**config.mk**
```make
export PLATFORM = sky130hd
export DESIGN_NAME = uhri_top
export DESIGN_NICKNAME = d
export VERILOG_FILES = /design/src/pkg/uhri_pkg.sv /design/src/design/uhri_top.sv /design/src/design/uhri_tx_serial.sv
export VERILOG_INCLUDE_DIRS = /design/src /design/src/pkg
export SDC_FILE = /design/constraint.sdc
export NUM_CORES = 1
export LEC_CHECK = 0
export BUFFER_PORTS_ARGS = -buffer_cell sky130_fd_sc_hd__buf_2
export CORE_UTILIZATION = 61
export DETAILED_ROUTE_END_ITERATION = 10
export PLACE_DENSITY = 0.86
export SKIP_CTS_REPAIR_TIMING = 1
export SLEW_MARGIN = 20
export SYNTH_ARGS = -nofsm -noshare
export SYNTH_HDL_FRONTEND = slang
export SYNTH_SLANG_ARGS = --single-unit
```
**constraint.sdc**
```tcl
create_clock -name clk_i -period 7.8 [get_ports clk_i]
set_input_delay 0.39 -clock clk_i [delete_from_list [all_inputs] [get_ports clk_i]]
set_output_delay 0.39 -clock clk_i [all_outputs]
set_load 0.005 [all_outputs]
```
**src/pkg/uhri_params.svh**
```systemverilog
// Constants of the serial port register front end: addresses, masks, resets, timing.
// Assumes a 32-bit classic Wishbone byte address and a 20 MHz system clock.
`ifndef UHRI_PARAMS_SVH
`define UHRI_PARAMS_SVH

`define UHRI_ADR_DATA 32'h4000_5000
`define UHRI_ADR_IEN 32'h4000_5004
`define UHRI_ADR_IIR 32'h4000_5008
`define UHRI_ADR_LCR 32'h4000_500C
`define UHRI_ADR_MCR 32'h4000_5010
`define UHRI_ADR_LSR 32'h4000_5014
`define UHRI_ADR_MSR 32'h4000_5018
`define UHRI_ADR_SCR 32'h4000_501C
`define UHRI_ADR_FBR 32'h4000_5024
`define UHRI_ADR_DIV 32'h4000_5028

`define UHRI_RST_ZERO 16'h0000
`define UHRI_RST_DIV 16'h0001
`define UHRI_RST_CHAR 8'h00
`define UHRI_RST_NIBBLE 4'h0

`define UHRI_MASK_IEN 16'h003F
`define UHRI_MASK_LCR 16'h007F
`define UHRI_MASK_MCR 16'h001F
`define UHRI_MASK_FULL 16'hFFFF

`define UHRI_OVERSAMPLE 20'h0_0010
`define UHRI_FRAME_BITS 4'hA
`define UHRI_ZERO32 32'h0000_0000

`endif

```
**src/pkg/uhri_pkg.sv**
```systemverilog
// Types shared by the serial port register front end and its transmit shifter.
// Assumes uhri_params.svh supplies all numeric constants.
package uhri_pkg;

  // Interrupt cause code as reported in irq_identify bits 2:1.
  typedef enum logic [1:0] {
    CAUSE_MODEM = 2'b00,
    CAUSE_TX_EMPTY = 2'b01,
    CAUSE_RX_FULL = 2'b10,
    CAUSE_LINE = 2'b11
  } uhri_cause_type;

  typedef enum logic {
    TX_IDLE = 1'b0,
    TX_SHIFT = 1'b1
  } uhri_tx_state_type;

  // Layout of irq_enable.
  typedef struct packed {
    logic [9:0] reserved;
    logic rx_dma_req_enable;
    logic tx_dma_req_enable;
    logic modem_irq_enable;
    logic line_irq_enable;
    logic tx_empty_irq_enable;
    logic rx_full_irq_enable;
  } uhri_ien_type;

  // One received character with its line errors, from the receiver.
  typedef struct packed {
    logic valid;
    logic brk;
    logic framing;
    logic parity;
    logic overrun;
    logic [7:0] char;
  } uhri_rx_event_type;

  // Modem line changes and current levels.
  typedef struct packed {
    logic [3:0] level;
    logic [3:0] change;
  } uhri_modem_type;

endpackage

```
**src/design/uhri_top.sv**
```systemverilog
// Register front end of the serial port: classic Wishbone slave, interrupt logic,
// DMA requests, baud divider and transmit holding stage.
// Assumes a receiver outside delivers characters as one-cycle events.
//
// Chosen here: the Wishbone register port.
`timescale 1ns/1ps
`include "uhri_params.svh"

module uhri_top (
  // Clock and reset.
  input wire logic clk_i,
  input wire logic rst_i,
  // Wishbone slave.
  input wire logic wb_cyc_i,
  input wire logic wb_stb_i,
  input wire logic wb_we_i,
  input wire logic [31:0] wb_adr_i,
  input wire logic [3:0] wb_sel_i,
  input wire logic [31:0] wb_dat_i,
  output logic [31:0] wb_dat_o,
  output logic wb_ack_o,
  // Receiver and modem lines.
  input wire uhri_pkg::uhri_rx_event_type rx_evt_i,
  input wire uhri_pkg::uhri_modem_type modem_i,
  // Serial output, interrupt and DMA requests.
  output logic txd_o,
  output logic irq_o,
  output logic rx_dma_req_o,
  output logic tx_dma_req_o
);

  ////////////////////////////////////////////////////////////////////////////
  // Helpers.

  // Byte lanes 0 and 1 carry a 16-bit register; lanes 2 and 3 are ignored.
  function automatic logic [15:0] merge16(input logic [15:0] old,
                                          input logic [31:0] dat,
                                          input logic [3:0] sel,
                                          input logic [15:0] mask);
    logic [15:0] res;
    res = old;
    if (sel[0]) begin
      res[7:0] = dat[7:0];
    end
    if (sel[1]) begin
      res[15:8] = dat[15:8];
    end
    return res & mask;
  endfunction

  // A divider of zero is treated as one so the bit timer never stalls.
  function automatic logic [19:0] bit_reload(input logic [15:0] div);
    logic [19:0] eff;
    eff = (div == `UHRI_RST_ZERO) ? {4'h0, `UHRI_RST_DIV} : {4'h0, div};
    return 20'(eff * `UHRI_OVERSAMPLE - 20'h0_0001);
  endfunction

  ////////////////////////////////////////////////////////////////////////////
  // State.

  logic ack, next_ack;
  logic [31:0] rdata, next_rdata;
  uhri_pkg::uhri_ien_type ien, next_ien;
  logic [15:0] lcr, next_lcr;
  logic [15:0] mcr, next_mcr;
  logic [15:0] scr, next_scr;
  logic [15:0] fbr, next_fbr;
  logic [15:0] div, next_div;
  logic [7:0] tx_hold, next_tx_hold;
  logic hold_full, next_hold_full;
  logic [7:0] rx_buf, next_rx_buf;
  logic rx_full, next_rx_full;
  logic txe_flag, next_txe_flag;
  logic [3:0] line_err, next_line_err;
  logic [3:0] modem_chg, next_modem_chg;
  logic irq, next_irq;
  logic rx_dma, next_rx_dma;
  logic tx_dma, next_tx_dma;
  logic [19:0] bit_cnt, next_bit_cnt;
  logic bit_tick, next_bit_tick;

  logic access;
  logic wr;
  logic rd;
  logic data_wr;
  logic div_wr;
  logic tx_busy;
  logic tx_load;
  logic pending;
  uhri_pkg::uhri_cause_type cause;
  logic [15:0] identify;
  logic [15:0] lsr_view;

  ////////////////////////////////////////////////////////////////////////////
  // Transmit shifter.

  // The holding stage hands over whenever the shifter is idle.
  assign tx_load = hold_full & ~tx_busy;

  uhri_tx_serial uhri_tx_serial_inst (
    .clk_i(clk_i),
    .rst_i(rst_i),
    .bit_tick_i(bit_tick),
    .load_i(tx_load),
    .char_i(tx_hold),
    .txd_o(txd_o),
    .busy_o(tx_busy)
  );

  ////////////////////////////////////////////////////////////////////////////
  // Baud divider: one bit period is sixteen sample periods of baud_divider clocks.

  always_comb begin
    next_bit_tick = 1'b0;
    next_bit_cnt = bit_cnt - 20'h0_0001;
    if (bit_cnt == 20'h0_0000) begin
      next_bit_cnt = bit_reload(div);
      next_bit_tick = 1'b1;
    end
    // A new divider value restarts the bit timer, so a slow old rate cannot linger.
    if (div_wr) begin
      next_bit_cnt = bit_reload(next_div);
    end
  end

  always_ff @(posedge clk_i) begin
    if (rst_i) begin
      bit_cnt <= 20'h0_0000;
      bit_tick <= 1'b0;
    end else begin
      bit_cnt <= next_bit_cnt;
      bit_tick <= next_bit_tick;
    end
  end

  ////////////////////////////////////////////////////////////////////////////
  // Interrupt identification.

  always_comb begin
    // Only the highest-priority enabled cause is reported; the others wait behind it.
    pending = 1'b1;
    cause = uhri_pkg::CAUSE_MODEM;
    if (ien.line_irq_enable && (line_err != `UHRI_RST_NIBBLE)) begin
      cause = uhri_pkg::CAUSE_LINE;
    end else if (ien.rx_full_irq_enable && rx_full) begin
      cause = uhri_pkg::CAUSE_RX_FULL;
    end else if (ien.tx_empty_irq_enable && txe_flag) begin
      cause = uhri_pkg::CAUSE_TX_EMPTY;
    end else if (ien.modem_irq_enable && (modem_chg != `UHRI_RST_NIBBLE)) begin
      cause = uhri_pkg::CAUSE_MODEM;
    end else begin
      pending = 1'b0;
    end
    identify = {13'h0000, cause, ~pending};
    // Line status view: both transmit stages empty in bit 6, holding stage empty in bit 5, errors in 4:1.
    lsr_view = {9'h000, ~hold_full & ~tx_busy, ~hold_full, line_err, rx_full};
  end

  ////////////////////////////////////////////////////////////////////////////
  // Bus access and register file.

  // A request is not taken in its ack cycle, so a held strobe is not taken twice.
  assign access = wb_cyc_i & wb_stb_i & ~ack;
  assign wr = access & wb_we_i;
  assign rd = access & ~wb_we_i;
  // A character write that lands while the shifter takes the old one keeps the stage full.
  assign data_wr = wr & (wb_adr_i == `UHRI_ADR_DATA) & wb_sel_i[0];
  assign div_wr = wr & (wb_adr_i == `UHRI_ADR_DIV);

  always_comb begin
    next_ack = access;
    next_rdata = rdata;
    next_ien = ien;
    next_lcr = lcr;
    next_mcr = mcr;
    next_scr = scr;
    next_fbr = fbr;
    next_div = div;
    next_tx_hold = tx_hold;
    next_hold_full = hold_full;
    next_rx_buf = rx_buf;
    next_rx_full = rx_full;
    next_txe_flag = txe_flag;
    next_line_err = line_err;
    next_modem_chg = modem_chg;

    // Register writes.
    if (wr) begin
      case (wb_adr_i)
        `UHRI_ADR_DATA: begin
          if (wb_sel_i[0]) begin
            next_tx_hold = wb_dat_i[7:0];
            next_hold_full = 1'b1;
            next_txe_flag = 1'b0;
          end
        end
        `UHRI_ADR_IEN: next_ien = merge16(ien, wb_dat_i, wb_sel_i, `UHRI_MASK_IEN);
        `UHRI_ADR_LCR: next_lcr = merge16(lcr, wb_dat_i, wb_sel_i, `UHRI_MASK_LCR);
        `UHRI_ADR_MCR: next_mcr = merge16(mcr, wb_dat_i, wb_sel_i, `UHRI_MASK_MCR);
        `UHRI_ADR_SCR: next_scr = merge16(scr, wb_dat_i, wb_sel_i, `UHRI_MASK_FULL);
        `UHRI_ADR_FBR: next_fbr = merge16(fbr, wb_dat_i, wb_sel_i, `UHRI_MASK_FULL);
        `UHRI_ADR_DIV: next_div = merge16(div, wb_dat_i, wb_sel_i, `UHRI_MASK_FULL);
        default: begin
        end
      endcase
    end

    // Register reads and their clearing side effects.
    if (rd) begin
      case (wb_adr_i)
        `UHRI_ADR_DATA: begin
          next_rdata = {24'h00_0000, rx_buf};
          next_rx_full = 1'b0;
        end
        `UHRI_ADR_IEN: next_rdata = {16'h0000, ien};
        `UHRI_ADR_IIR: begin
          next_rdata = {16'h0000, identify};
          if (pending && (cause == uhri_pkg::CAUSE_TX_EMPTY)) begin
            next_txe_flag = 1'b0;
          end
        end
        `UHRI_ADR_LCR: next_rdata = {16'h0000, lcr};
        `UHRI_ADR_MCR: next_rdata = {16'h0000, mcr};
        `UHRI_ADR_LSR: begin
          next_rdata = {16'h0000, lsr_view};
          next_line_err = `UHRI_RST_NIBBLE;
        end
        `UHRI_ADR_MSR: begin
          next_rdata = {24'h00_0000, modem_i.level, modem_chg};
          next_modem_chg = `UHRI_RST_NIBBLE;
        end
        `UHRI_ADR_SCR: next_rdata = {16'h0000, scr};
        `UHRI_ADR_FBR: next_rdata = {16'h0000, fbr};
        `UHRI_ADR_DIV: next_rdata = {16'h0000, div};
        default: next_rdata = `UHRI_ZERO32;
      endcase
    end

    // Hardware events; each set wins over a clear in the same cycle.
    if (tx_load) begin
      next_hold_full = data_wr;
      next_txe_flag = 1'b1;
    end
    if (next_ien.tx_empty_irq_enable && !ien.tx_empty_irq_enable && !hold_full) begin
      next_txe_flag = 1'b1;
    end
    if (rx_evt_i.valid) begin
      next_rx_buf = rx_evt_i.char;
      next_rx_full = 1'b1;
    end
    // A character arriving while the buffer is still full is an overrun.
    next_line_err = next_line_err | {rx_evt_i.brk, rx_evt_i.framing, rx_evt_i.parity,
                                     rx_evt_i.overrun | (rx_evt_i.valid & rx_full)};
    next_modem_chg = next_modem_chg | modem_i.change;
  end

  ////////////////////////////////////////////////////////////////////////////
  // Interrupt and DMA outputs.

  always_comb begin
    next_irq = pending;
    next_rx_dma = ien.rx_dma_req_enable & rx_full;
    next_tx_dma = ien.tx_dma_req_enable & ~hold_full;
  end

  // Every output pin comes from a flop, so the pins lag the state by one cycle.
  always_ff @(posedge clk_i) begin
    if (rst_i) begin
      irq <= 1'b0;
      rx_dma <= 1'b0;
      tx_dma <= 1'b0;
    end else begin
      irq <= next_irq;
      rx_dma <= next_rx_dma;
      tx_dma <= next_tx_dma;
    end
  end

  ////////////////////////////////////////////////////////////////////////////
  // Bus side and control registers.

  always_ff @(posedge clk_i) begin
    if (rst_i) begin
      ack <= 1'b0;
      rdata <= `UHRI_ZERO32;
      ien <= `UHRI_RST_ZERO;
      lcr <= `UHRI_RST_ZERO;
      mcr <= `UHRI_RST_ZERO;
      scr <= `UHRI_RST_ZERO;
      fbr <= `UHRI_RST_ZERO;
      div <= `UHRI_RST_DIV;
    end else begin
      ack <= next_ack;
      rdata <= next_rdata;
      ien <= next_ien;
      lcr <= next_lcr;
      mcr <= next_mcr;
      scr <= next_scr;
      fbr <= next_fbr;
      div <= next_div;
    end
  end

  ////////////////////////////////////////////////////////////////////////////
  // Transmit holding stage.
  // The character waits here while the shifter sends the one before it.

  always_ff @(posedge clk_i) begin
    if (rst_i) begin
      tx_hold <= `UHRI_RST_CHAR;
      hold_full <= 1'b0;
      txe_flag <= 1'b0;
    end else begin
      tx_hold <= next_tx_hold;
      hold_full <= next_hold_full;
      txe_flag <= next_txe_flag;
    end
  end

  ////////////////////////////////////////////////////////////////////////////
  // Receive buffer and sticky changes.
  // Line errors and modem changes stay set until their register is read.

  always_ff @(posedge clk_i) begin
    if (rst_i) begin
      rx_buf <= `UHRI_RST_CHAR;
      rx_full <= 1'b0;
      line_err <= `UHRI_RST_NIBBLE;
      modem_chg <= `UHRI_RST_NIBBLE;
    end else begin
      rx_buf <= next_rx_buf;
      rx_full <= next_rx_full;
      line_err <= next_line_err;
      modem_chg <= next_modem_chg;
    end
  end

  assign wb_ack_o = ack;
  assign wb_dat_o = rdata;
  assign irq_o = irq;
  assign rx_dma_req_o = rx_dma;
  assign tx_dma_req_o = tx_dma;

endmodule

```
**src/design/uhri_tx_serial.sv**
```systemverilog
// Transmit shift register: start bit, eight data bits LSB first, one stop bit.
// Assumes one bit period per bit_tick_i pulse and a load only while idle.
`timescale 1ns/1ps
`include "uhri_params.svh"

module uhri_tx_serial (
  // Clock and reset.
  input wire logic clk_i,
  input wire logic rst_i,
  // Control.
  input wire logic bit_tick_i,
  input wire logic load_i,
  input wire logic [7:0] char_i,
  // Line and state.
  output logic txd_o,
  output logic busy_o
);

  uhri_pkg::uhri_tx_state_type state, next_state;
  logic [9:0] shift, next_shift;
  logic [3:0] left, next_left;
  logic txd, next_txd;

  always_comb begin
    next_state = state;
    next_shift = shift;
    next_left = left;
    next_txd = txd;
    case (state)
      uhri_pkg::TX_IDLE: begin
        next_txd = 1'b1;
        if (load_i) begin
          next_shift = {1'b1, char_i, 1'b0};
          next_left = `UHRI_FRAME_BITS;
          next_state = uhri_pkg::TX_SHIFT;
        end
      end
      uhri_pkg::TX_SHIFT: begin
        if (bit_tick_i) begin
          if (left == `UHRI_RST_NIBBLE) begin
            next_txd = 1'b1;
            next_state = uhri_pkg::TX_IDLE;
          end else begin
            next_txd = shift[0];
            next_shift = {1'b1, shift[9:1]};
            next_left = left - 4'h1;
          end
        end
      end
      default: begin
        next_state = uhri_pkg::TX_IDLE;
      end
    endcase
  end

  always_ff @(posedge clk_i) begin
    if (rst_i) begin
      state <= uhri_pkg::TX_IDLE;
      shift <= 10'h3FF;
      left <= `UHRI_RST_NIBBLE;
      txd <= 1'b1;
    end else begin
      state <= next_state;
      shift <= next_shift;
      left <= next_left;
      txd <= next_txd;
    end
  end

  assign txd_o = txd;
  assign busy_o = (state == uhri_pkg::TX_SHIFT);

endmodule

```
# Yosys cells after proc, flatten, opt, wreduce, memory -nomap -nowiden
# Index checks and enable logic that the tools add are counted.
# op_classes
addsub	4
mul	0
div	0
magnitude_cmp	0
n_eq_ne	14
shift	0
n_mux	54
bitwise_logic	20
n_reduce_logical	31
# ops
cell	n
== test 32 x 31 -> 1 bit, second input constant	10
one-hot mux 16 bit (10 select lines)	1
2-to-1 mux 16 bit	4
subtractor 20 x 1 -> 20 bit, second input constant	3
2-to-1 mux 20 bit	2
zero test 16 bit	2
2-to-1 mux 10 bit	3
AND reduction 3 bit	10
2-to-1 mux 4 bit	7
2-to-1 mux 1 bit	26
zero test 20 bit	1
one-hot mux 10 bit (2 select lines)	1
2-to-1 mux 8 bit	2
bitwise AND 1 bit	12
2-to-1 mux 2 bit	5
nonzero test 2 bit	5
OR 4 bit	2
one-hot mux 4 bit (2 select lines)	1
nonzero test 4 bit	2
logical AND 1 bit	7
inequality test 2 bit, second input constant	3
NOT 1 bit	5
zero test 4 bit	1
one-hot mux 1 bit (2 select lines)	2
other kinds (5)	6
# totals
register_bits	166
latch_bits	0
ramBits	0
mem_bits_ro	0
input_bits	94
out_inout_bits	37
elab_cells	154
memories	0

# Depth between registers and ports, before layout
# Gate-level depths: netlist of the first run.
# logic_depth
ltp_word	12
mapped_depth	15
mapped_depth_nobuf	14

# By module
# A second synthesis of the first run with hierarchy kept.
# hier_totals
cells_unflattened	927
hier_area_um2	7718.7
# by_module_without_submodules
mod	instances	cells_each	area_per_inst_um2	seq_area_each_um2
uhri_top	1	843	6950.4	2682.6
uhri_tx_serial	1	84	768.2	300.3

# Worst setup path after synthesis of the first run
# OpenSTA, ideal clock, no wires.
# synth_path
kind	input to register
from	input wb_adr_i[0]
to	register bit_cnt[18]
t_arrival_ns	3.683
setup_slack_ns	4.030
stages	13
path_buffers	1
cell_sequence	nor4b_2 -> nand3_2 -> nor3_1 -> clkbuf_1 -> nand2_1 -> a211oi_1 -> ha_1 -> nand2_1 -> or4_2 -> nand2_1 -> nand4_1 -> o21a_1 -> o31ai_1
# synth_via
elab_chain_len	7
elab_cells_between_ends	8
classes_between	1 x add/sub; 1 x eq/ne; 4 x mux; 1 x bitwise; 1 x reduce/logical
# synth_rtl
item	line	source
start, declared	uhri_top.sv:17	input wire logic [31:0] wb_adr_i,
== test 32 x 31 -> 1 bit *	uhri_top.sv:189	case (wb_adr_i)
2-to-1 mux 16 bit	uhri_top.sv:189	
2-to-1 mux 16 bit	uhri_top.sv:188	if (wr) begin
zero test 16 bit (no source line)	n/a	
2-to-1 mux 16 bit	uhri_top.sv:54	eff = (div == `UHRI_RST_ZERO) ? {4'h0, `UHRI_RST_DIV} : {4'h0, div};
subtractor 20 x 1 -> 20 bit	uhri_top.sv:55	return 20'(eff * `UHRI_OVERSAMPLE - 20'h0_0001);
2-to-1 mux 20 bit *	uhri_top.sv:121	if (div_wr) begin
end signal, assigned	uhri_top.sv:131	bit_cnt <= next_bit_cnt;
end, declared	uhri_top.sv:79	logic [19:0] bit_cnt, next_bit_cnt;
# Every way passes the cells marked *; elsewhere a longest branch is shown, timed or not.
# A chain may end at the register's enable or synchronous reset.

# Final worst setup path of the first run
# layout_path
from	register ack (netlist: wb_ack_o)
to	register bit_cnt[18]
# layout_via
elab_chain_len	8
elab_cells_between_ends	9
classes_between	1 x add/sub; 3 x mux; 4 x bitwise; 1 x reduce/logical
# layout_rtl
item	line	source
start, declared	uhri_top.sv:61	logic ack, next_ack;
start signal, assigned	uhri_top.sv:293	ack <= next_ack;
NOT 1 bit *	uhri_top.sv:163	assign access = wb_cyc_i & wb_stb_i & ~ack;
bitwise AND 1 bit *	uhri_top.sv:163	
bitwise AND 1 bit *	uhri_top.sv:164	assign wr = access & wb_we_i;
2-to-1 mux 16 bit	uhri_top.sv:188	
zero test 16 bit (no source line)	n/a	
2-to-1 mux 16 bit	uhri_top.sv:54	
subtractor 20 x 1 -> 20 bit	uhri_top.sv:55	
2-to-1 mux 20 bit *	uhri_top.sv:121	
# Marks and branches as above.

==> results of run 1 <==
==> power by group through the flow <==
stage / combinational, mW / sequential [mW] / clock [mW]
detailed placement: 0.422 / 0.876 / 0
global placement: 0.414 / 0.873 / 0
CTS: 0.429 / 0.860 / 0.743
floorplan: 0.331 / 0.862 / 0
global route: 0.483 / 0.867 / 0.775
finish: 0.434 / 0.860 / 0.737
==> layout make-up <==
cell class / count / area (um^2)
Timing Repair Buffer: 105 / 551
Sequential cell: 149 / 2980
Fill cell: 939 / 3480
Tap cell: 168 / 210
Multi-Input combinational cell: 674 / 4330
Clock buffer: 20 / 447
Clock inverter: 12 / 81.3
Inverter: 7 / 26.3
==> placed cells by master, fill, tap and decap left out, types with 7 or more instances in the layout <==
cell | Yosys | layout
sky130_fd_sc_hd__xnor2_1 | 19 | 19
sky130_fd_sc_hd__nand2b_1 | 10 | 10
sky130_fd_sc_hd__nor4_1 | 11 | 10
sky130_fd_sc_hd__inv_1 | 7 | 7
sky130_fd_sc_hd__a22oi_1 | 11 | 11
sky130_fd_sc_hd__o211ai_1 | 11 | 11
sky130_fd_sc_hd__o21ai_0 | 15 | 15
sky130_fd_sc_hd__nand2_1 | 85 | 85
sky130_fd_sc_hd__nor3_1 | 16 | 15
sky130_fd_sc_hd__nand3_1 | 29 | 29
sky130_fd_sc_hd__buf_2 | 4 | 95
sky130_fd_sc_hd__dfxtp_1 | 149 | 149
sky130_fd_sc_hd__conb_1 | 1 | 16
sky130_fd_sc_hd__buf_4 | 16 | 10
sky130_fd_sc_hd__nand4_1 | 8 | 8
sky130_fd_sc_hd__nor2_1 | 132 | 132
sky130_fd_sc_hd__xor2_1 | 17 | 17
sky130_fd_sc_hd__a21oi_1 | 53 | 53
sky130_fd_sc_hd__clkbuf_16 | 0 | 17
sky130_fd_sc_hd__a222oi_1 | 16 | 16
sky130_fd_sc_hd__mux2i_1 | 73 | 73
sky130_fd_sc_hd__nor2b_1 | 9 | 9
sky130_fd_sc_hd__and3_1 | 7 | 7
sky130_fd_sc_hd__a211oi_1 | 19 | 19
sky130_fd_sc_hd__and2_1 | 7 | 7
==> sequential cells by signal (all words and copies together), names as in the netlist, 4 cells and up <==
| register | count |
|---|---|
| lcr | 7 |
| line_err | 4 |
| uhri_tx_serial_inst.left | 4 |
| mcr | 5 |
| ien | 6 |
| bit_cnt | 20 |
| modem_chg | 4 |
| scr | 16 |
| div | 16 |
| wb_dat_o | 16 |
| tx_hold | 8 |
| rx_buf | 8 |
| uhri_tx_serial_inst.shift | 9 |
| fbr | 16 |
==> per-layer routing <==
layer / GRT usage (%) / part of all wire, % / vias to the layer above
li1: - / - / 3319
met2: 49.2 / 46 / 289
met3: 5.58 / 7.1 / 36
met1: 41.5 / 45 / 3301
met4: 12.6 / 1.9 / 0
met5: 0 / 0 / -
==> worst paths after layout <==
path / from / endpoint / slack [ps] / cells after the start
max: wb_ack_o$_SDFF_PP0_ / bit_cnt[18]$_SDFF_PP0_ / 3560 / 14
min: modem_i[3] / modem_chg[3]$_SDFF_PP0_ / 170 / 3
max reg2reg: wb_ack_o$_SDFF_PP0_ / bit_cnt[18]$_SDFF_PP0_ / 3560 / 14
min reg2reg: tx_hold[6]$_SDFFE_PP0P_ / tx_hold[6]$_SDFFE_PP0P_ / 450 / 2
==> cells by family (layout without fill, tap and decap cells) <==
kind of cell    Yosys count  after routing  share of synthesized area (%)
xor+xnor                 36             36                           4.13
flops                   149            149                           39.1
simple gates            369            369                           25.0
mux                      79             79                           10.5
other cells               1             16                         0.0492
fa+ha+maj                 6              6                          0.984
buf+inv                  84            144                           4.99
compound gates          168            168                           15.3
==> tightest hold or removal path, stage by stage <==
cell and delay (ps):
sky130_fd_sc_hd__buf_2 80, sky130_fd_sc_hd__a21oi_1 30, sky130_fd_sc_hd__nor2_1 60
==> synth_stat cells (5+ instances only) <==
| library cell | count | area [um^2] |
|---|---|---|
| sky130_fd_sc_hd__nand3_1 | 29 | 145 |
| sky130_fd_sc_hd__nor3_1 | 16 | 80.1 |
| sky130_fd_sc_hd__o21ai_0 | 15 | 75.1 |
| sky130_fd_sc_hd__nand2_1 | 85 | 319 |
| sky130_fd_sc_hd__inv_1 | 7 | 26.3 |
| sky130_fd_sc_hd__a21oi_1 | 53 | 265 |
| sky130_fd_sc_hd__xnor2_1 | 19 | 166 |
| sky130_fd_sc_hd__clkbuf_1 | 53 | 199 |
| sky130_fd_sc_hd__nand4b_1 | 5 | 43.8 |
| sky130_fd_sc_hd__mux2_2 | 5 | 56.3 |
| sky130_fd_sc_hd__a211oi_1 | 19 | 143 |
| sky130_fd_sc_hd__a31oi_1 | 5 | 31.3 |
| sky130_fd_sc_hd__nor2_1 | 132 | 495 |
| sky130_fd_sc_hd__buf_4 | 16 | 120 |
| sky130_fd_sc_hd__a22oi_1 | 11 | 82.6 |
| sky130_fd_sc_hd__nand3b_1 | 5 | 37.5 |
| sky130_fd_sc_hd__xor2_1 | 17 | 149 |
| sky130_fd_sc_hd__o31ai_1 | 6 | 45.0 |
| sky130_fd_sc_hd__a222oi_1 | 16 | 160 |
| sky130_fd_sc_hd__or2_2 | 5 | 31.3 |
| sky130_fd_sc_hd__a221oi_1 | 5 | 43.8 |
| sky130_fd_sc_hd__nor3b_1 | 5 | 37.5 |
| sky130_fd_sc_hd__nand2b_1 | 10 | 62.6 |
| sky130_fd_sc_hd__nor4_1 | 11 | 68.8 |
| sky130_fd_sc_hd__and3_1 | 7 | 43.8 |
| sky130_fd_sc_hd__ha_1 | 6 | 75.1 |
| sky130_fd_sc_hd__mux2i_1 | 73 | 731 |
| sky130_fd_sc_hd__and4_1 | 6 | 52.6 |
| sky130_fd_sc_hd__nor2b_1 | 9 | 56.3 |
| sky130_fd_sc_hd__nand4_1 | 8 | 50.1 |
| sky130_fd_sc_hd__or4_1 | 6 | 45.0 |
| sky130_fd_sc_hd__dfxtp_1 | 149 | 2980 |
| sky130_fd_sc_hd__and2_1 | 7 | 43.8 |
| sky130_fd_sc_hd__o211ai_1 | 11 | 82.6 |
==> through the flow <==
step	setup WS (ps)	hold WS, ps	instance area [um^2]
3_5_place_dp	3250	446	8100
5_1_grt	3300	171	8630
2_1_floorplan	4030	430	7680
4_1_cts	3610	161	8630
3_3_place_gp	3350	443	8100
6_report	3560	165	8630
==> impl_metrics.prom, run 1 <==
# TYPE chip_impl_metric gauge
chip_impl_metric{name="grt_start_max_net_pins",unit=""} 108
chip_impl_metric{name="power.combinational.fraction",unit="%"} 21.4
chip_impl_metric{name="synth_area_per_cell",unit="um^2"} 8.55
chip_impl_metric{name="floorplan.rows",unit=""} 40
chip_impl_metric{name="power_frac_clock",unit="%"} 36.3
chip_impl_metric{name="setup_violations",unit=""} 0
chip_impl_metric{name="utilization",unit="%"} 71.2
chip_impl_metric{name="power.leakage",unit="nW"} 3.21
chip_impl_metric{name="worst_clock_skew",unit="ps"} 6.38
chip_impl_metric{name="cap_viol_max_count",unit=""} 0
chip_impl_info{name="most_frequent_cp_cell",value="sky130_fd_sc_hd__nand2_1"} 1
chip_impl_metric{name="final_min_period_over_clock_period",unit="%"} 54.4
chip_impl_metric{name="design.portCount",unit=""} 131
chip_impl_metric{name="worst_path_largest_cell_delay",unit="ps"} 580
chip_impl_metric{name="yosys_warnings",unit=""} 0
chip_impl_info{name="crit_slowest_cell",value="sky130_fd_sc_hd__or4_2"} 1
chip_impl_metric{name="fraction_of_power_spent_switching_nets",unit="%"} 30.5
chip_impl_metric{name="nets",unit=""} 1054
chip_impl_metric{name="timing_hold_violations_final",unit=""} 0
chip_impl_metric{name="power_spent_charging_and_discharging_nets",unit="mW"} 0.620
chip_impl_metric{name="postRouteWirelength",unit="mm"} 19.4
chip_impl_metric{name="worst_ep_required_time",unit="ps"} 8130
chip_impl_metric{name="synth_cell_type_count",unit=""} 66
chip_impl_metric{name="first_global_vias",unit=""} 6404
chip_impl_info{name="synth-main-ff-cell",value="sky130_fd_sc_hd__dfxtp_1"} 1
chip_impl_metric{name="achievable-frequency",unit="MHz"} 236
chip_impl_info{name="criticalPathCategory",value="flip-flop to flip-flop"} 1
chip_impl_metric{name="synth-seq-area-share",unit="%"} 39.1
chip_impl_metric{name="max_slew_margin",unit="%"} 28.4
chip_impl_metric{name="clock_tree.buffer_depth",unit=""} 2
chip_impl_metric{name="avgViaCountPerCell",unit=""} 6.12
chip_impl_metric{name="drive_above_1_share",unit="%"} 16.9
chip_impl_metric{name="seq_power_share",unit="%"} 42.4
chip_impl_metric{name="fp.dieH",unit="um"} 114
chip_impl_info{name="min_path_type",value="input pin to flip-flop"} 1
chip_impl_info{name="rsz0062_at_grt",value="false"} 1
chip_impl_metric{name="clkLatencyLatePin",unit="ps"} 430
chip_impl_info{name="critical-path-top-delay-family",value="simple AND/OR/NAND/NOR gates"} 1
chip_impl_metric{name="detail_route.iter0.violations",unit=""} 700
chip_impl_metric{name="reg_clk_slew_reported_paths",unit="ps"} 60
chip_impl_metric{name="post-layout-total-power",unit="mW"} 2.03
chip_impl_metric{name="route.detailed.wl_per_inst",unit="um"} 17.1
chip_impl_metric{name="grt_pass1_wl",unit="mm"} 31.4
chip_impl_metric{name="die-width",unit="um"} 114
chip_impl_metric{name="cts_max_level",unit=""} 4
chip_impl_metric{name="max-vdd-ir-drop",unit="mV"} 0.153
chip_impl_metric{name="tns",unit="ps"} 0
chip_impl_metric{name="core_area",unit="mm^2"} 0.0121
chip_impl_metric{name="path_buf_inv",unit=""} 0
chip_impl_metric{name="grt_remaining_overflow",unit=""} 0
chip_impl_metric{name="drt.antenna.violating_nets",unit=""} 0
chip_impl_metric{name="globalplace.congestion",unit=""} 0.935
chip_impl_metric{name="share_of_synthesized_registers_carrying_an_async_set_or_reset",unit="%"} 0
chip_impl_metric{name="start_util",unit="%"} 63.0
chip_impl_metric{name="area_growth_syn_to_layout",unit="%"} 13.1
chip_impl_metric{name="n_diodes",unit=""} 0
chip_impl_metric{name="maxSlewViolCount",unit=""} 0
chip_impl_metric{name="synth_enable_flop_cells",unit=""} 0
chip_impl_metric{name="post_synthesis_sequential_element_count",unit=""} 149
chip_impl_metric{name="die_area",unit="mm^2"} 0.0130
chip_impl_metric{name="post_layout_nonfiller_instances",unit=""} 1135
chip_impl_metric{name="postSynthCellCount",unit=""} 892
chip_impl_metric{name="crit_path_max_fanout",unit=""} 8
chip_impl_metric{name="track_usage",unit="%"} 30.9
chip_impl_metric{name="antenna_found_initial",unit=""} 0
chip_impl_metric{name="layout_min_cycle_time",unit="ps"} 4240
chip_impl_metric{name="power-per-cell-area",unit="mW/mm^2"} 235
chip_impl_metric{name="dp_cells",unit=""} 1103
chip_impl_metric{name="dr_total_vias",unit=""} 6945
chip_impl_info{name="run_status",value="completed"} 1
chip_impl_info{name="worstPathCellList",value="and4b_1 -> nand2_1 -> nor4_4 -> mux2i_1 -> nand4_1 -> nor2_1 -> a211oi_1 -> ha_1 -> nand2_1 -> or4_2 -> nand2_1 -> nand4_1 -> o21a_1 -> o31ai_1"} 1
chip_impl_info{name="startpoint_type",value="flip-flop"} 1
chip_impl_metric{name="cp_data_arrival_time",unit="ps"} 4570
chip_impl_metric{name="clkSinkCount",unit=""} 149
chip_impl_metric{name="tightestPinTransition",unit="ps"} 1070
chip_impl_info{name="crit_path_end_kind",value="flip-flop"} 1
chip_impl_metric{name="internal_power",unit="mW"} 1.41
chip_impl_metric{name="io_buffers",unit=""} 96
chip_impl_metric{name="syn_area",unit="mm^2"} 0.00763
chip_impl_info{name="clk_root_buffer_cell",value="sky130_fd_sc_hd__clkbuf_16"} 1
chip_impl_metric{name="first_pass_iters",unit=""} 6
chip_impl_metric{name="remaining_drcs",unit=""} 0
chip_impl_metric{name="detailed_place_hpwl",unit="mm"} 13.4
chip_impl_metric{name="cts-buffers-inserted",unit=""} 17
chip_impl_info{name="cts_tree",value="yes"} 1
Power figures use the tool's default switching activity.
==> run 2, diff against run 1 <==
--- a/config.mk
+++ b/config.mk
@@ -7,9 +7,9 @@
 export NUM_CORES = 1
 export LEC_CHECK = 0
 export BUFFER_PORTS_ARGS = -buffer_cell sky130_fd_sc_hd__buf_2
-export CORE_UTILIZATION = 61
+export CORE_UTILIZATION = 57
 export DETAILED_ROUTE_END_ITERATION = 10
-export PLACE_DENSITY = 0.86
+export PLACE_DENSITY = 0.81
 export SKIP_CTS_REPAIR_TIMING = 1
 export SLEW_MARGIN = 20
 export SYNTH_ARGS = -nofsm -noshare
==> constraint.sdc (replaced) <==
create_clock -name clk_i -period 4.07 [get_ports clk_i]
set_input_delay 0.2035 -clock clk_i [delete_from_list [all_inputs] [get_ports clk_i]]
set_output_delay 0.2035 -clock clk_i [all_outputs]
set_load 0.005 [all_outputs]
==> run 2 against run 1 <==
Net effect: cell count increased by 1.1%; critical path type unchanged; sequential cell count stayed put; cell area up 1.6%; non-clock buffer count increased by 12; clock skew about the same; via count rose by 0.45%; global-route usage shrank 1.9 points; the flow now finishes with violations (negative hold slack); utilization decreased by 2.9 points; highest routed layer unchanged; combinational power is 91% higher.
==> impl_metrics.prom, run 2 (synthesized netlist as in run 1, its figures left out) <==
# TYPE chip_impl_metric gauge
chip_impl_metric{name="layout_min_cycle_time",unit="ps"} 3820
chip_impl_metric{name="max_reg_flops",unit=""} 20
chip_impl_metric{name="power-per-cell-area",unit="mW/mm^2"} 456
chip_impl_info{name="final_cell_mix",value="sky130_fd_sc_hd__dfxtp_1, sky130_fd_sc_hd__nor2_1, sky130_fd_sc_hd__buf_2, sky130_fd_sc_hd__nand2_1, sky130_fd_sc_hd__mux2i_1"} 1
chip_impl_metric{name="reg_clk_slew_reported_paths",unit="ps"} 60
chip_impl_metric{name="clkLatencyLatePin",unit="ps"} 420
chip_impl_metric{name="fp.dieH",unit="um"} 118
chip_impl_metric{name="cp_data_arrival_time",unit="ps"} 4140
chip_impl_metric{name="fin_hold_ws",unit="ps"} -11.0
chip_impl_info{name="most_frequent_standard_cell_in_the_layout_excluding_fill_and_tap_cells",value="sky130_fd_sc_hd__dfxtp_1"} 1
chip_impl_metric{name="worst_path_largest_cell_delay",unit="ps"} 580
chip_impl_metric{name="fraction_of_power_spent_switching_nets",unit="%"} 28.8
chip_impl_metric{name="globalplace.congestion",unit=""} 0.935
chip_impl_metric{name="worst-r2r-cell-count",unit=""} 14
chip_impl_metric{name="core_area",unit="mm^2"} 0.0128
chip_impl_info{name="criticalPathCategory",value="flip-flop to flip-flop"} 1
chip_impl_metric{name="worst_clock_skew",unit="ps"} 6.61
chip_impl_metric{name="dr_total_vias",unit=""} 6976
chip_impl_metric{name="max-vdd-ir-drop",unit="mV"} 0.267
chip_impl_info{name="rsz0062_at_grt",value="false"} 1
chip_impl_metric{name="setup_violations",unit=""} 0
chip_impl_metric{name="clock_tree.buffer_depth",unit=""} 2
chip_impl_metric{name="avgViaCountPerCell",unit=""} 6.08
chip_impl_metric{name="cap_viol_max_count",unit=""} 0
chip_impl_metric{name="hold_depth",unit=""} 3
chip_impl_metric{name="maxSlewViolCount",unit=""} 0
chip_impl_metric{name="detailed_place_hpwl",unit="mm"} 13.7
chip_impl_metric{name="first_pass_iters",unit=""} 8
chip_impl_metric{name="cts_max_level",unit=""} 4
chip_impl_metric{name="timing_hold_violations_final",unit=""} 3
chip_impl_metric{name="first_global_vias",unit=""} 6687
chip_impl_metric{name="floorplan.rows",unit=""} 41
chip_impl_metric{name="tns",unit="ps"} 0
chip_impl_metric{name="antenna_found_initial",unit=""} 0
chip_impl_info{name="run_status",value="finished, violations left"} 1
chip_impl_info{name="startpoint_type",value="flip-flop"} 1
chip_impl_info{name="largest_register",value="bit_cnt"} 1
chip_impl_metric{name="seq_power_share",unit="%"} 41.3
chip_impl_metric{name="route.detailed.wl_per_inst",unit="um"} 17.2
chip_impl_metric{name="drt.antenna.violating_nets",unit=""} 0
chip_impl_metric{name="crit_path_max_fanout",unit=""} 7
chip_impl_info{name="clk_root_buffer_cell",value="sky130_fd_sc_hd__clkbuf_16"} 1
chip_impl_metric{name="clkSinkCount",unit=""} 149
chip_impl_info{name="cts_tree",value="yes"} 1
chip_impl_metric{name="worst_ep_required_time",unit="ps"} 4380
chip_impl_metric{name="n_diodes",unit=""} 0
chip_impl_metric{name="grt_start_max_net_pins",unit=""} 95
chip_impl_info{name="crit_slowest_cell",value="sky130_fd_sc_hd__or4_2"} 1
chip_impl_metric{name="achievable-frequency",unit="MHz"} 262
chip_impl_metric{name="die-width",unit="um"} 118
chip_impl_metric{name="internal_power",unit="mW"} 2.85
chip_impl_metric{name="max_slew_margin",unit="%"} 33.0
chip_impl_metric{name="power_frac_clock",unit="%"} 38.0
chip_impl_info{name="min_path_type",value="input pin to flip-flop"} 1
chip_impl_metric{name="grt_remaining_overflow",unit=""} 0
chip_impl_metric{name="design.portCount",unit=""} 131
chip_impl_metric{name="remaining_drcs",unit=""} 0
chip_impl_metric{name="utilization",unit="%"} 68.4
chip_impl_info{name="most_frequent_cp_cell",value="sky130_fd_sc_hd__nand2_1"} 1
chip_impl_info{name="worstPathCellList",value="and4b_2 -> nand2_1 -> nor4_2 -> mux2_2 -> nand4_1 -> nor2_1 -> a211oi_1 -> ha_1 -> nand2_1 -> or4_2 -> nand2_1 -> nand4_1 -> o21a_1 -> o31ai_1"} 1
chip_impl_metric{name="grt_pass1_wl",unit="mm"} 32.7
chip_impl_metric{name="drive_above_1_share",unit="%"} 17.5
chip_impl_metric{name="nets",unit=""} 1066
chip_impl_metric{name="area_growth_syn_to_layout",unit="%"} 15.0
chip_impl_metric{name="power.combinational.fraction",unit="%"} 20.7
chip_impl_metric{name="tightestPinTransition",unit="ps"} 1000
chip_impl_info{name="violations_in_the_final_reports",value="negative hold slack"} 1
chip_impl_metric{name="start_util",unit="%"} 59.5
chip_impl_metric{name="final_min_period_over_clock_period",unit="%"} 93.9
chip_impl_metric{name="postRouteWirelength",unit="mm"} 19.7
chip_impl_info{name="crit_path_end_kind",value="flip-flop"} 1
chip_impl_metric{name="io_buffers",unit=""} 96
chip_impl_metric{name="power.leakage",unit="nW"} 3.28
chip_impl_metric{name="die_area",unit="mm^2"} 0.0138
chip_impl_metric{name="track_usage",unit="%"} 29.0
chip_impl_metric{name="power_spent_charging_and_discharging_nets",unit="mW"} 1.15
chip_impl_metric{name="cts-buffers-inserted",unit=""} 17
chip_impl_metric{name="detail_route.iter0.violations",unit=""} 751
-- run 2: changes by cell type in the layout (fill, tap and decap cells not counted) --
cell                            before  now
sky130_fd_sc_hd__clkbuf_1            2    3
sky130_fd_sc_hd__clkinv_4            1    3
sky130_fd_sc_hd__clkbuf_8            1    2
sky130_fd_sc_hd__inv_8               1    0
sky130_fd_sc_hd__clkinv_2            6    1
sky130_fd_sc_hd__clkinvlp_4          3    0
sky130_fd_sc_hd__and4b_1             1    0
sky130_fd_sc_hd__bufinv_16           0    2
sky130_fd_sc_hd__buf_4              10   20
sky130_fd_sc_hd__nor2_2              0    1
sky130_fd_sc_hd__dlygate4sd3_1       0    2
sky130_fd_sc_hd__nor2_1            132  131
sky130_fd_sc_hd__and4b_2             0    1
-- run 2: metrics by stage --
step                instances  total power [mW]  setup slack [ps]  hold WS, ps  cell area [um^2]
CTS                      1146              4.00               241        -14.2              8750
finish                   1148              4.00               249        -11.0              8770
global placement         1117              2.47               225          407              8180
global route             1148              4.19              55.2         7.72              8770
floorplan                 907              2.29               486          321              7680
detailed placement       1117              2.49               149          416              8180
-- run 2: final timing paths --
kind,from,end,slack [ps]
min,modem_i[2],modem_chg[2]$_SDFF_PP0_,-10
min reg2reg,tx_hold[0]$_SDFFE_PP0P_,tx_hold[0]$_SDFFE_PP0P_,460
max,wb_ack_o$_SDFF_PP0_,bit_cnt[18]$_SDFF_PP0_,250
max reg2reg,wb_ack_o$_SDFF_PP0_,bit_cnt[18]$_SDFF_PP0_,250
-- run 2: critical path, delay by kind of cell, from the launching register on --
kind                       cells  cell delay [ps]
AOI/OAI and AO/OA              3              720
muxes                          1              440
DFF                            1              330
and+or+nand+nor                9             1970
adders and majority gates      1              250
-- run 2: final cells by class --
cell class                      count  area, um^2
Clock buffer                       22         464
Sequential cell                   149        2980
Fill cell                        1045        4060
Tap cell                          172         215
Inverter                            7        26.3
Timing Repair Buffer              117         646
Multi-Input combinational cell    674        4330
Clock inverter                      7         100
-- run 2: layer usage --
layer  vias up  global-route usage, %  wire [um]
met5         -                      0          0
met4         0                   11.5        351
met3        31                   5.33       1530
met2       318                   45.6       9090
met1      3291                   39.1       8720
li1       3336                      -          -
-- run 2: power groups by stage --
| stage | logic (mW) | clock network, mW | registers [mW] |
|---|---|---|---|
| floorplan | 0.635 | 0 | 1.65 |
| global placement | 0.799 | 0 | 1.67 |
| detailed placement | 0.814 | 0 | 1.68 |
| CTS | 0.826 | 1.52 | 1.65 |
| global route | 0.941 | 1.59 | 1.66 |
| finish | 0.828 | 1.52 | 1.65 |
==> run 3, diff against run 2 <==
--- a/config.mk
+++ b/config.mk
@@ -7,11 +7,14 @@
 export NUM_CORES = 1
 export LEC_CHECK = 0
 export BUFFER_PORTS_ARGS = -buffer_cell sky130_fd_sc_hd__buf_2
-export CORE_UTILIZATION = 57
+export CORE_MARGIN = 4
+export CORE_UTILIZATION = 59
+export CTS_BUF_LIST = sky130_fd_sc_hd__clkbuf_4
 export DETAILED_ROUTE_END_ITERATION = 10
-export PLACE_DENSITY = 0.81
+export PLACE_DENSITY = 0.83
 export SKIP_CTS_REPAIR_TIMING = 1
 export SLEW_MARGIN = 20
 export SYNTH_ARGS = -nofsm -noshare
 export SYNTH_HDL_FRONTEND = slang
+export SYNTH_HIERARCHICAL = 1
 export SYNTH_SLANG_ARGS = --single-unit
==> run 3 against run 2 <==
Net effect: the flow now finishes without violations; first-iteration DRC count grew 24%; fmax is 11% higher; critical endpoint unchanged; routed wire length is 9.3% higher; area after synthesis is 1.2% higher; cell count rose by 5.5%; sequential cell count unchanged; critical path depth is 2 lower.
==> impl_metrics.prom, run 3 <==
# TYPE chip_impl_metric gauge
chip_impl_metric{name="clock_tree.buffer_depth",unit=""} 2
chip_impl_metric{name="drt.antenna.violating_nets",unit=""} 0
chip_impl_metric{name="setup_violations",unit=""} 0
chip_impl_metric{name="drive_above_1_share",unit="%"} 17.0
chip_impl_metric{name="synth_enable_flop_cells",unit=""} 0
chip_impl_metric{name="fin_hold_ws",unit="ps"} 32.5
chip_impl_metric{name="floorplan.rows",unit=""} 41
chip_impl_info{name="most_frequent_standard_cell_in_the_layout_excluding_fill_and_tap_cells",value="sky130_fd_sc_hd__dfxtp_1"} 1
chip_impl_metric{name="grt_remaining_overflow",unit=""} 0
chip_impl_metric{name="synth.area.mux_share",unit="%"} 9.39
chip_impl_metric{name="maxSlewViolCount",unit=""} 0
chip_impl_metric{name="cap_viol_max_count",unit=""} 0
chip_impl_metric{name="reg2reg_slack",unit="ps"} 630
chip_impl_info{name="synth.area.top_cells",value="sky130_fd_sc_hd__dfxtp_1, sky130_fd_sc_hd__mux2i_1, sky130_fd_sc_hd__nor2_1, sky130_fd_sc_hd__a21oi_1, sky130_fd_sc_hd__nand2_1"} 1
chip_impl_metric{name="post-layout-total-power",unit="mW"} 3.29
chip_impl_info{name="criticalPathCategory",value="flip-flop to flip-flop"} 1
chip_impl_metric{name="achievable-frequency",unit="MHz"} 291
chip_impl_metric{name="power-per-cell-area",unit="mW/mm^2"} 371
chip_impl_metric{name="area_growth_syn_to_layout",unit="%"} 15.0
chip_impl_metric{name="io_buffers",unit=""} 96
chip_impl_metric{name="avgViaCountPerCell",unit=""} 6.09
chip_impl_info{name="final_cell_mix",value="sky130_fd_sc_hd__dfxtp_1, sky130_fd_sc_hd__nor2_1, sky130_fd_sc_hd__buf_2, sky130_fd_sc_hd__nand2_1, sky130_fd_sc_hd__a21oi_1"} 1
chip_impl_metric{name="power.leakage",unit="nW"} 3.44
chip_impl_metric{name="worst_path_largest_cell_delay",unit="ps"} 430
chip_impl_metric{name="die-width",unit="um"} 122
chip_impl_metric{name="tightestPinTransition",unit="ps"} 920
chip_impl_info{name="largest_register",value="bit_cnt"} 1
chip_impl_info{name="worstSetupStartpoint",value="wb_ack_o$_SDFF_PP0_"} 1
chip_impl_info{name="run_status",value="completed"} 1
chip_impl_metric{name="max-vdd-ir-drop",unit="mV"} 0.233
chip_impl_metric{name="worst_ep_required_time",unit="ps"} 4580
chip_impl_info{name="r2r-start",value="wb_ack_o$_SDFF_PP0_"} 1
chip_impl_metric{name="track_usage",unit="%"} 28.2
chip_impl_metric{name="tns",unit="ps"} 0
chip_impl_metric{name="synth_cell_type_count",unit=""} 72
chip_impl_metric{name="cp_data_arrival_time",unit="ps"} 3950
chip_impl_metric{name="synth-seq-area-share",unit="%"} 38.6
chip_impl_metric{name="share_of_the_synthesized_area_in_the_top_cell_type",unit="%"} 38.6
chip_impl_metric{name="first_pass_iters",unit=""} 7
chip_impl_metric{name="dr_total_vias",unit=""} 7381
chip_impl_metric{name="worst_clock_skew",unit="ps"} 12.6
chip_impl_metric{name="yosys_warnings",unit=""} 6
chip_impl_info{name="r2r_end",value="bit_cnt[18]$_SDFF_PP0_"} 1
chip_impl_metric{name="fp.dieH",unit="um"} 122
chip_impl_metric{name="postRouteWirelength",unit="mm"} 21.5
chip_impl_metric{name="nets",unit=""} 1125
chip_impl_metric{name="max_slew_margin",unit="%"} 38.7
chip_impl_metric{name="detail_route.iter0.violations",unit=""} 932
chip_impl_metric{name="core_area",unit="mm^2"} 0.0127
chip_impl_metric{name="dp_cells",unit=""} 1145
chip_impl_metric{name="cts_max_level",unit=""} 4
chip_impl_metric{name="die_area",unit="mm^2"} 0.0150
chip_impl_metric{name="post_synth_and_or_nand_nor_area_fraction",unit="%"} 24.4
chip_impl_metric{name="crit_path_max_fanout",unit=""} 9
chip_impl_info{name="synth-main-ff-cell",value="sky130_fd_sc_hd__dfxtp_1"} 1
chip_impl_info{name="startpoint_type",value="flip-flop"} 1
chip_impl_metric{name="globalplace.congestion",unit=""} 0.932
chip_impl_info{name="crit_path_end_kind",value="flip-flop"} 1
chip_impl_info{name="crit_slowest_cell",value="sky130_fd_sc_hd__nor4_1"} 1
chip_impl_metric{name="detailed_place_hpwl",unit="mm"} 14.5
chip_impl_info{name="rsz0062_at_grt",value="false"} 1
chip_impl_info{name="synth_top_area_cell",value="sky130_fd_sc_hd__dfxtp_1"} 1
chip_impl_metric{name="worst-r2r-cell-count",unit=""} 12
chip_impl_metric{name="post_layout_nonfiller_instances",unit=""} 1211
chip_impl_metric{name="layout_min_cycle_time",unit="ps"} 3440
chip_impl_metric{name="postSynthCellCount",unit=""} 927
chip_impl_metric{name="synth-adder-area-share",unit="%"} 0.973
chip_impl_metric{name="start_util",unit="%"} 60.7
chip_impl_metric{name="synth_compound_gate_area_share",unit="%"} 17.3
chip_impl_metric{name="clkLatencyLatePin",unit="ps"} 560
chip_impl_metric{name="route.detailed.wl_per_inst",unit="um"} 17.8
chip_impl_metric{name="grt_pass1_wl",unit="mm"} 33.6
chip_impl_info{name="yosysMostFrequentCell",value="sky130_fd_sc_hd__dfxtp_1"} 1
chip_impl_metric{name="post_synth_xor_area_fraction",unit="%"} 3.52
chip_impl_info{name="dominant_combinational_cell_family_by_area_after_synthesis",value="simple AND/OR/NAND/NOR gates"} 1
chip_impl_info{name="crit_path_end",value="bit_cnt[18]$_SDFF_PP0_"} 1
chip_impl_metric{name="syn_area",unit="mm^2"} 0.00772
chip_impl_metric{name="share_of_synthesized_registers_carrying_an_async_set_or_reset",unit="%"} 0
chip_impl_metric{name="post_synthesis_sequential_element_count",unit=""} 149
chip_impl_metric{name="final_min_period_over_clock_period",unit="%"} 84.4
chip_impl_metric{name="grt_start_max_net_pins",unit=""} 89
chip_impl_metric{name="fillerInstances",unit=""} 1044
chip_impl_info{name="synth.cells.most_frequent",value="sky130_fd_sc_hd__dfxtp_1, sky130_fd_sc_hd__nor2_1, sky130_fd_sc_hd__nand2_1, sky130_fd_sc_hd__a21oi_1"} 1
chip_impl_metric{name="design.portCount",unit=""} 131
chip_impl_metric{name="antenna_found_initial",unit=""} 1
chip_impl_info{name="clk_root_buffer_cell",value="sky130_fd_sc_hd__clkbuf_4"} 1
chip_impl_metric{name="synth_area_per_cell",unit="um^2"} 8.33
chip_impl_metric{name="reg_clk_slew_reported_paths",unit="ps"} 140
chip_impl_metric{name="remaining_drcs",unit=""} 0
chip_impl_metric{name="cts-buffers-inserted",unit=""} 17
chip_impl_info{name="min_path_type",value="input pin to flip-flop"} 1
chip_impl_info{name="cts_tree",value="yes"} 1
chip_impl_metric{name="clkSinkCount",unit=""} 149
chip_impl_metric{name="max_reg_flops",unit=""} 20
chip_impl_metric{name="timing_hold_violations_final",unit=""} 0
chip_impl_info{name="worstPathCellList",value="and4b_1 -> nand2_1 -> nor4_1 -> mux2i_1 -> nand4_2 -> nor3_1 -> nor2_1 -> ha_1 -> nand2_1 -> nor3_1 -> or3_1 -> nand3_1"} 1
chip_impl_metric{name="first_global_vias",unit=""} 6686
run 3: cell count changes after synthesis, moves of 7 or more:
cell | before | now
sky130_fd_sc_hd__nor2_1 | 132 | 117
sky130_fd_sc_hd__nor3_1 | 16 | 30
sky130_fd_sc_hd__a222oi_1 | 16 | 9
sky130_fd_sc_hd__nand3_1 | 29 | 60
sky130_fd_sc_hd__clkbuf_1 | 53 | 46
sky130_fd_sc_hd__mux2i_1 | 73 | 60
sky130_fd_sc_hd__a21oi_1 | 53 | 75
sky130_fd_sc_hd__nand2_1 | 85 | 92
run 3: critical path, delay by kind of cell (launching register included):
kind / cells / cell delay, ps
fa+ha+maj: 1 / 250
mux: 1 / 380
simple gates: 10 / 2400
flops: 1 / 360
run 3: cell families (layout without fill, tap and decap cells):
kind of cell | count (synthesis) | after routing
xor+xnor | 31 | 31
buf+inv | 94 | 190
fa+ha+maj | 6 | 6
other cells | 1 | 17
flops | 149 | 149
mux | 71 | 71
simple gates | 374 | 374
compound gates | 201 | 201
run 3: per-stage QoR:
step                util (%)  worst slack, ps  cell area, um^2
finish                  69.8              634             8880
CTS                     67.2              721             8540
floorplan                  -             1060             7770
global route            69.8              345             8880
global placement        64.6              543             8220
detailed placement      64.6              461             8220
run 3: worst min-delay path by stage:
stage	to	slack, ps	startpoint	depth (start not counted)
after floorplan	line_err[1]$_SDFF_PP0_	320	rx_evt_i[9]	2
after detailed placement	line_err[2]$_SDFF_PP0_	420	rx_evt_i[10]	3
final	lcr[4]$_SDFFE_PP0P_	30	wb_dat_i[4]	3
after CTS	line_err[2]$_SDFF_PP0_	-170	rx_evt_i[10]	3
after global placement	line_err[3]$_SDFF_PP0_	410	rx_evt_i[11]	3
after global routing	fbr[4]$_SDFFE_PP0P_	1	wb_dat_i[4]	3
run 3: layout make-up:
class	count	area (um^2)	area share (%)
multi-input combinational	699	4370	49.2
sequential	149	2980	33.6
timing repair buffer	145	933	10.5
tap	172	215	2.42
clock inverter	15	201	2.27
clock buffer	17	128	1.44
inverter	13	48.8	0.550
antenna	1	2.50	0.0282
run 3: routing by layer:
layer / vias up / wire length [um] / share of wire [%] / global-route usage [%]
li1: 3524 / - / - / -
met5: - / 0 / 0 / 0
met3: 64 / 1840 / 8.5 / 6.45
met2: 387 / 10000 / 47 / 44.8
met1: 3406 / 9000 / 42 / 37.9
met4: 0 / 633 / 2.9 / 9.80
run 3: power by group:
part / internal [mW] / switching, mW
Clock: 0.495 / 0.574
Combinational: 0.266 / 0.365
Sequential: 1.53 / 0.0628
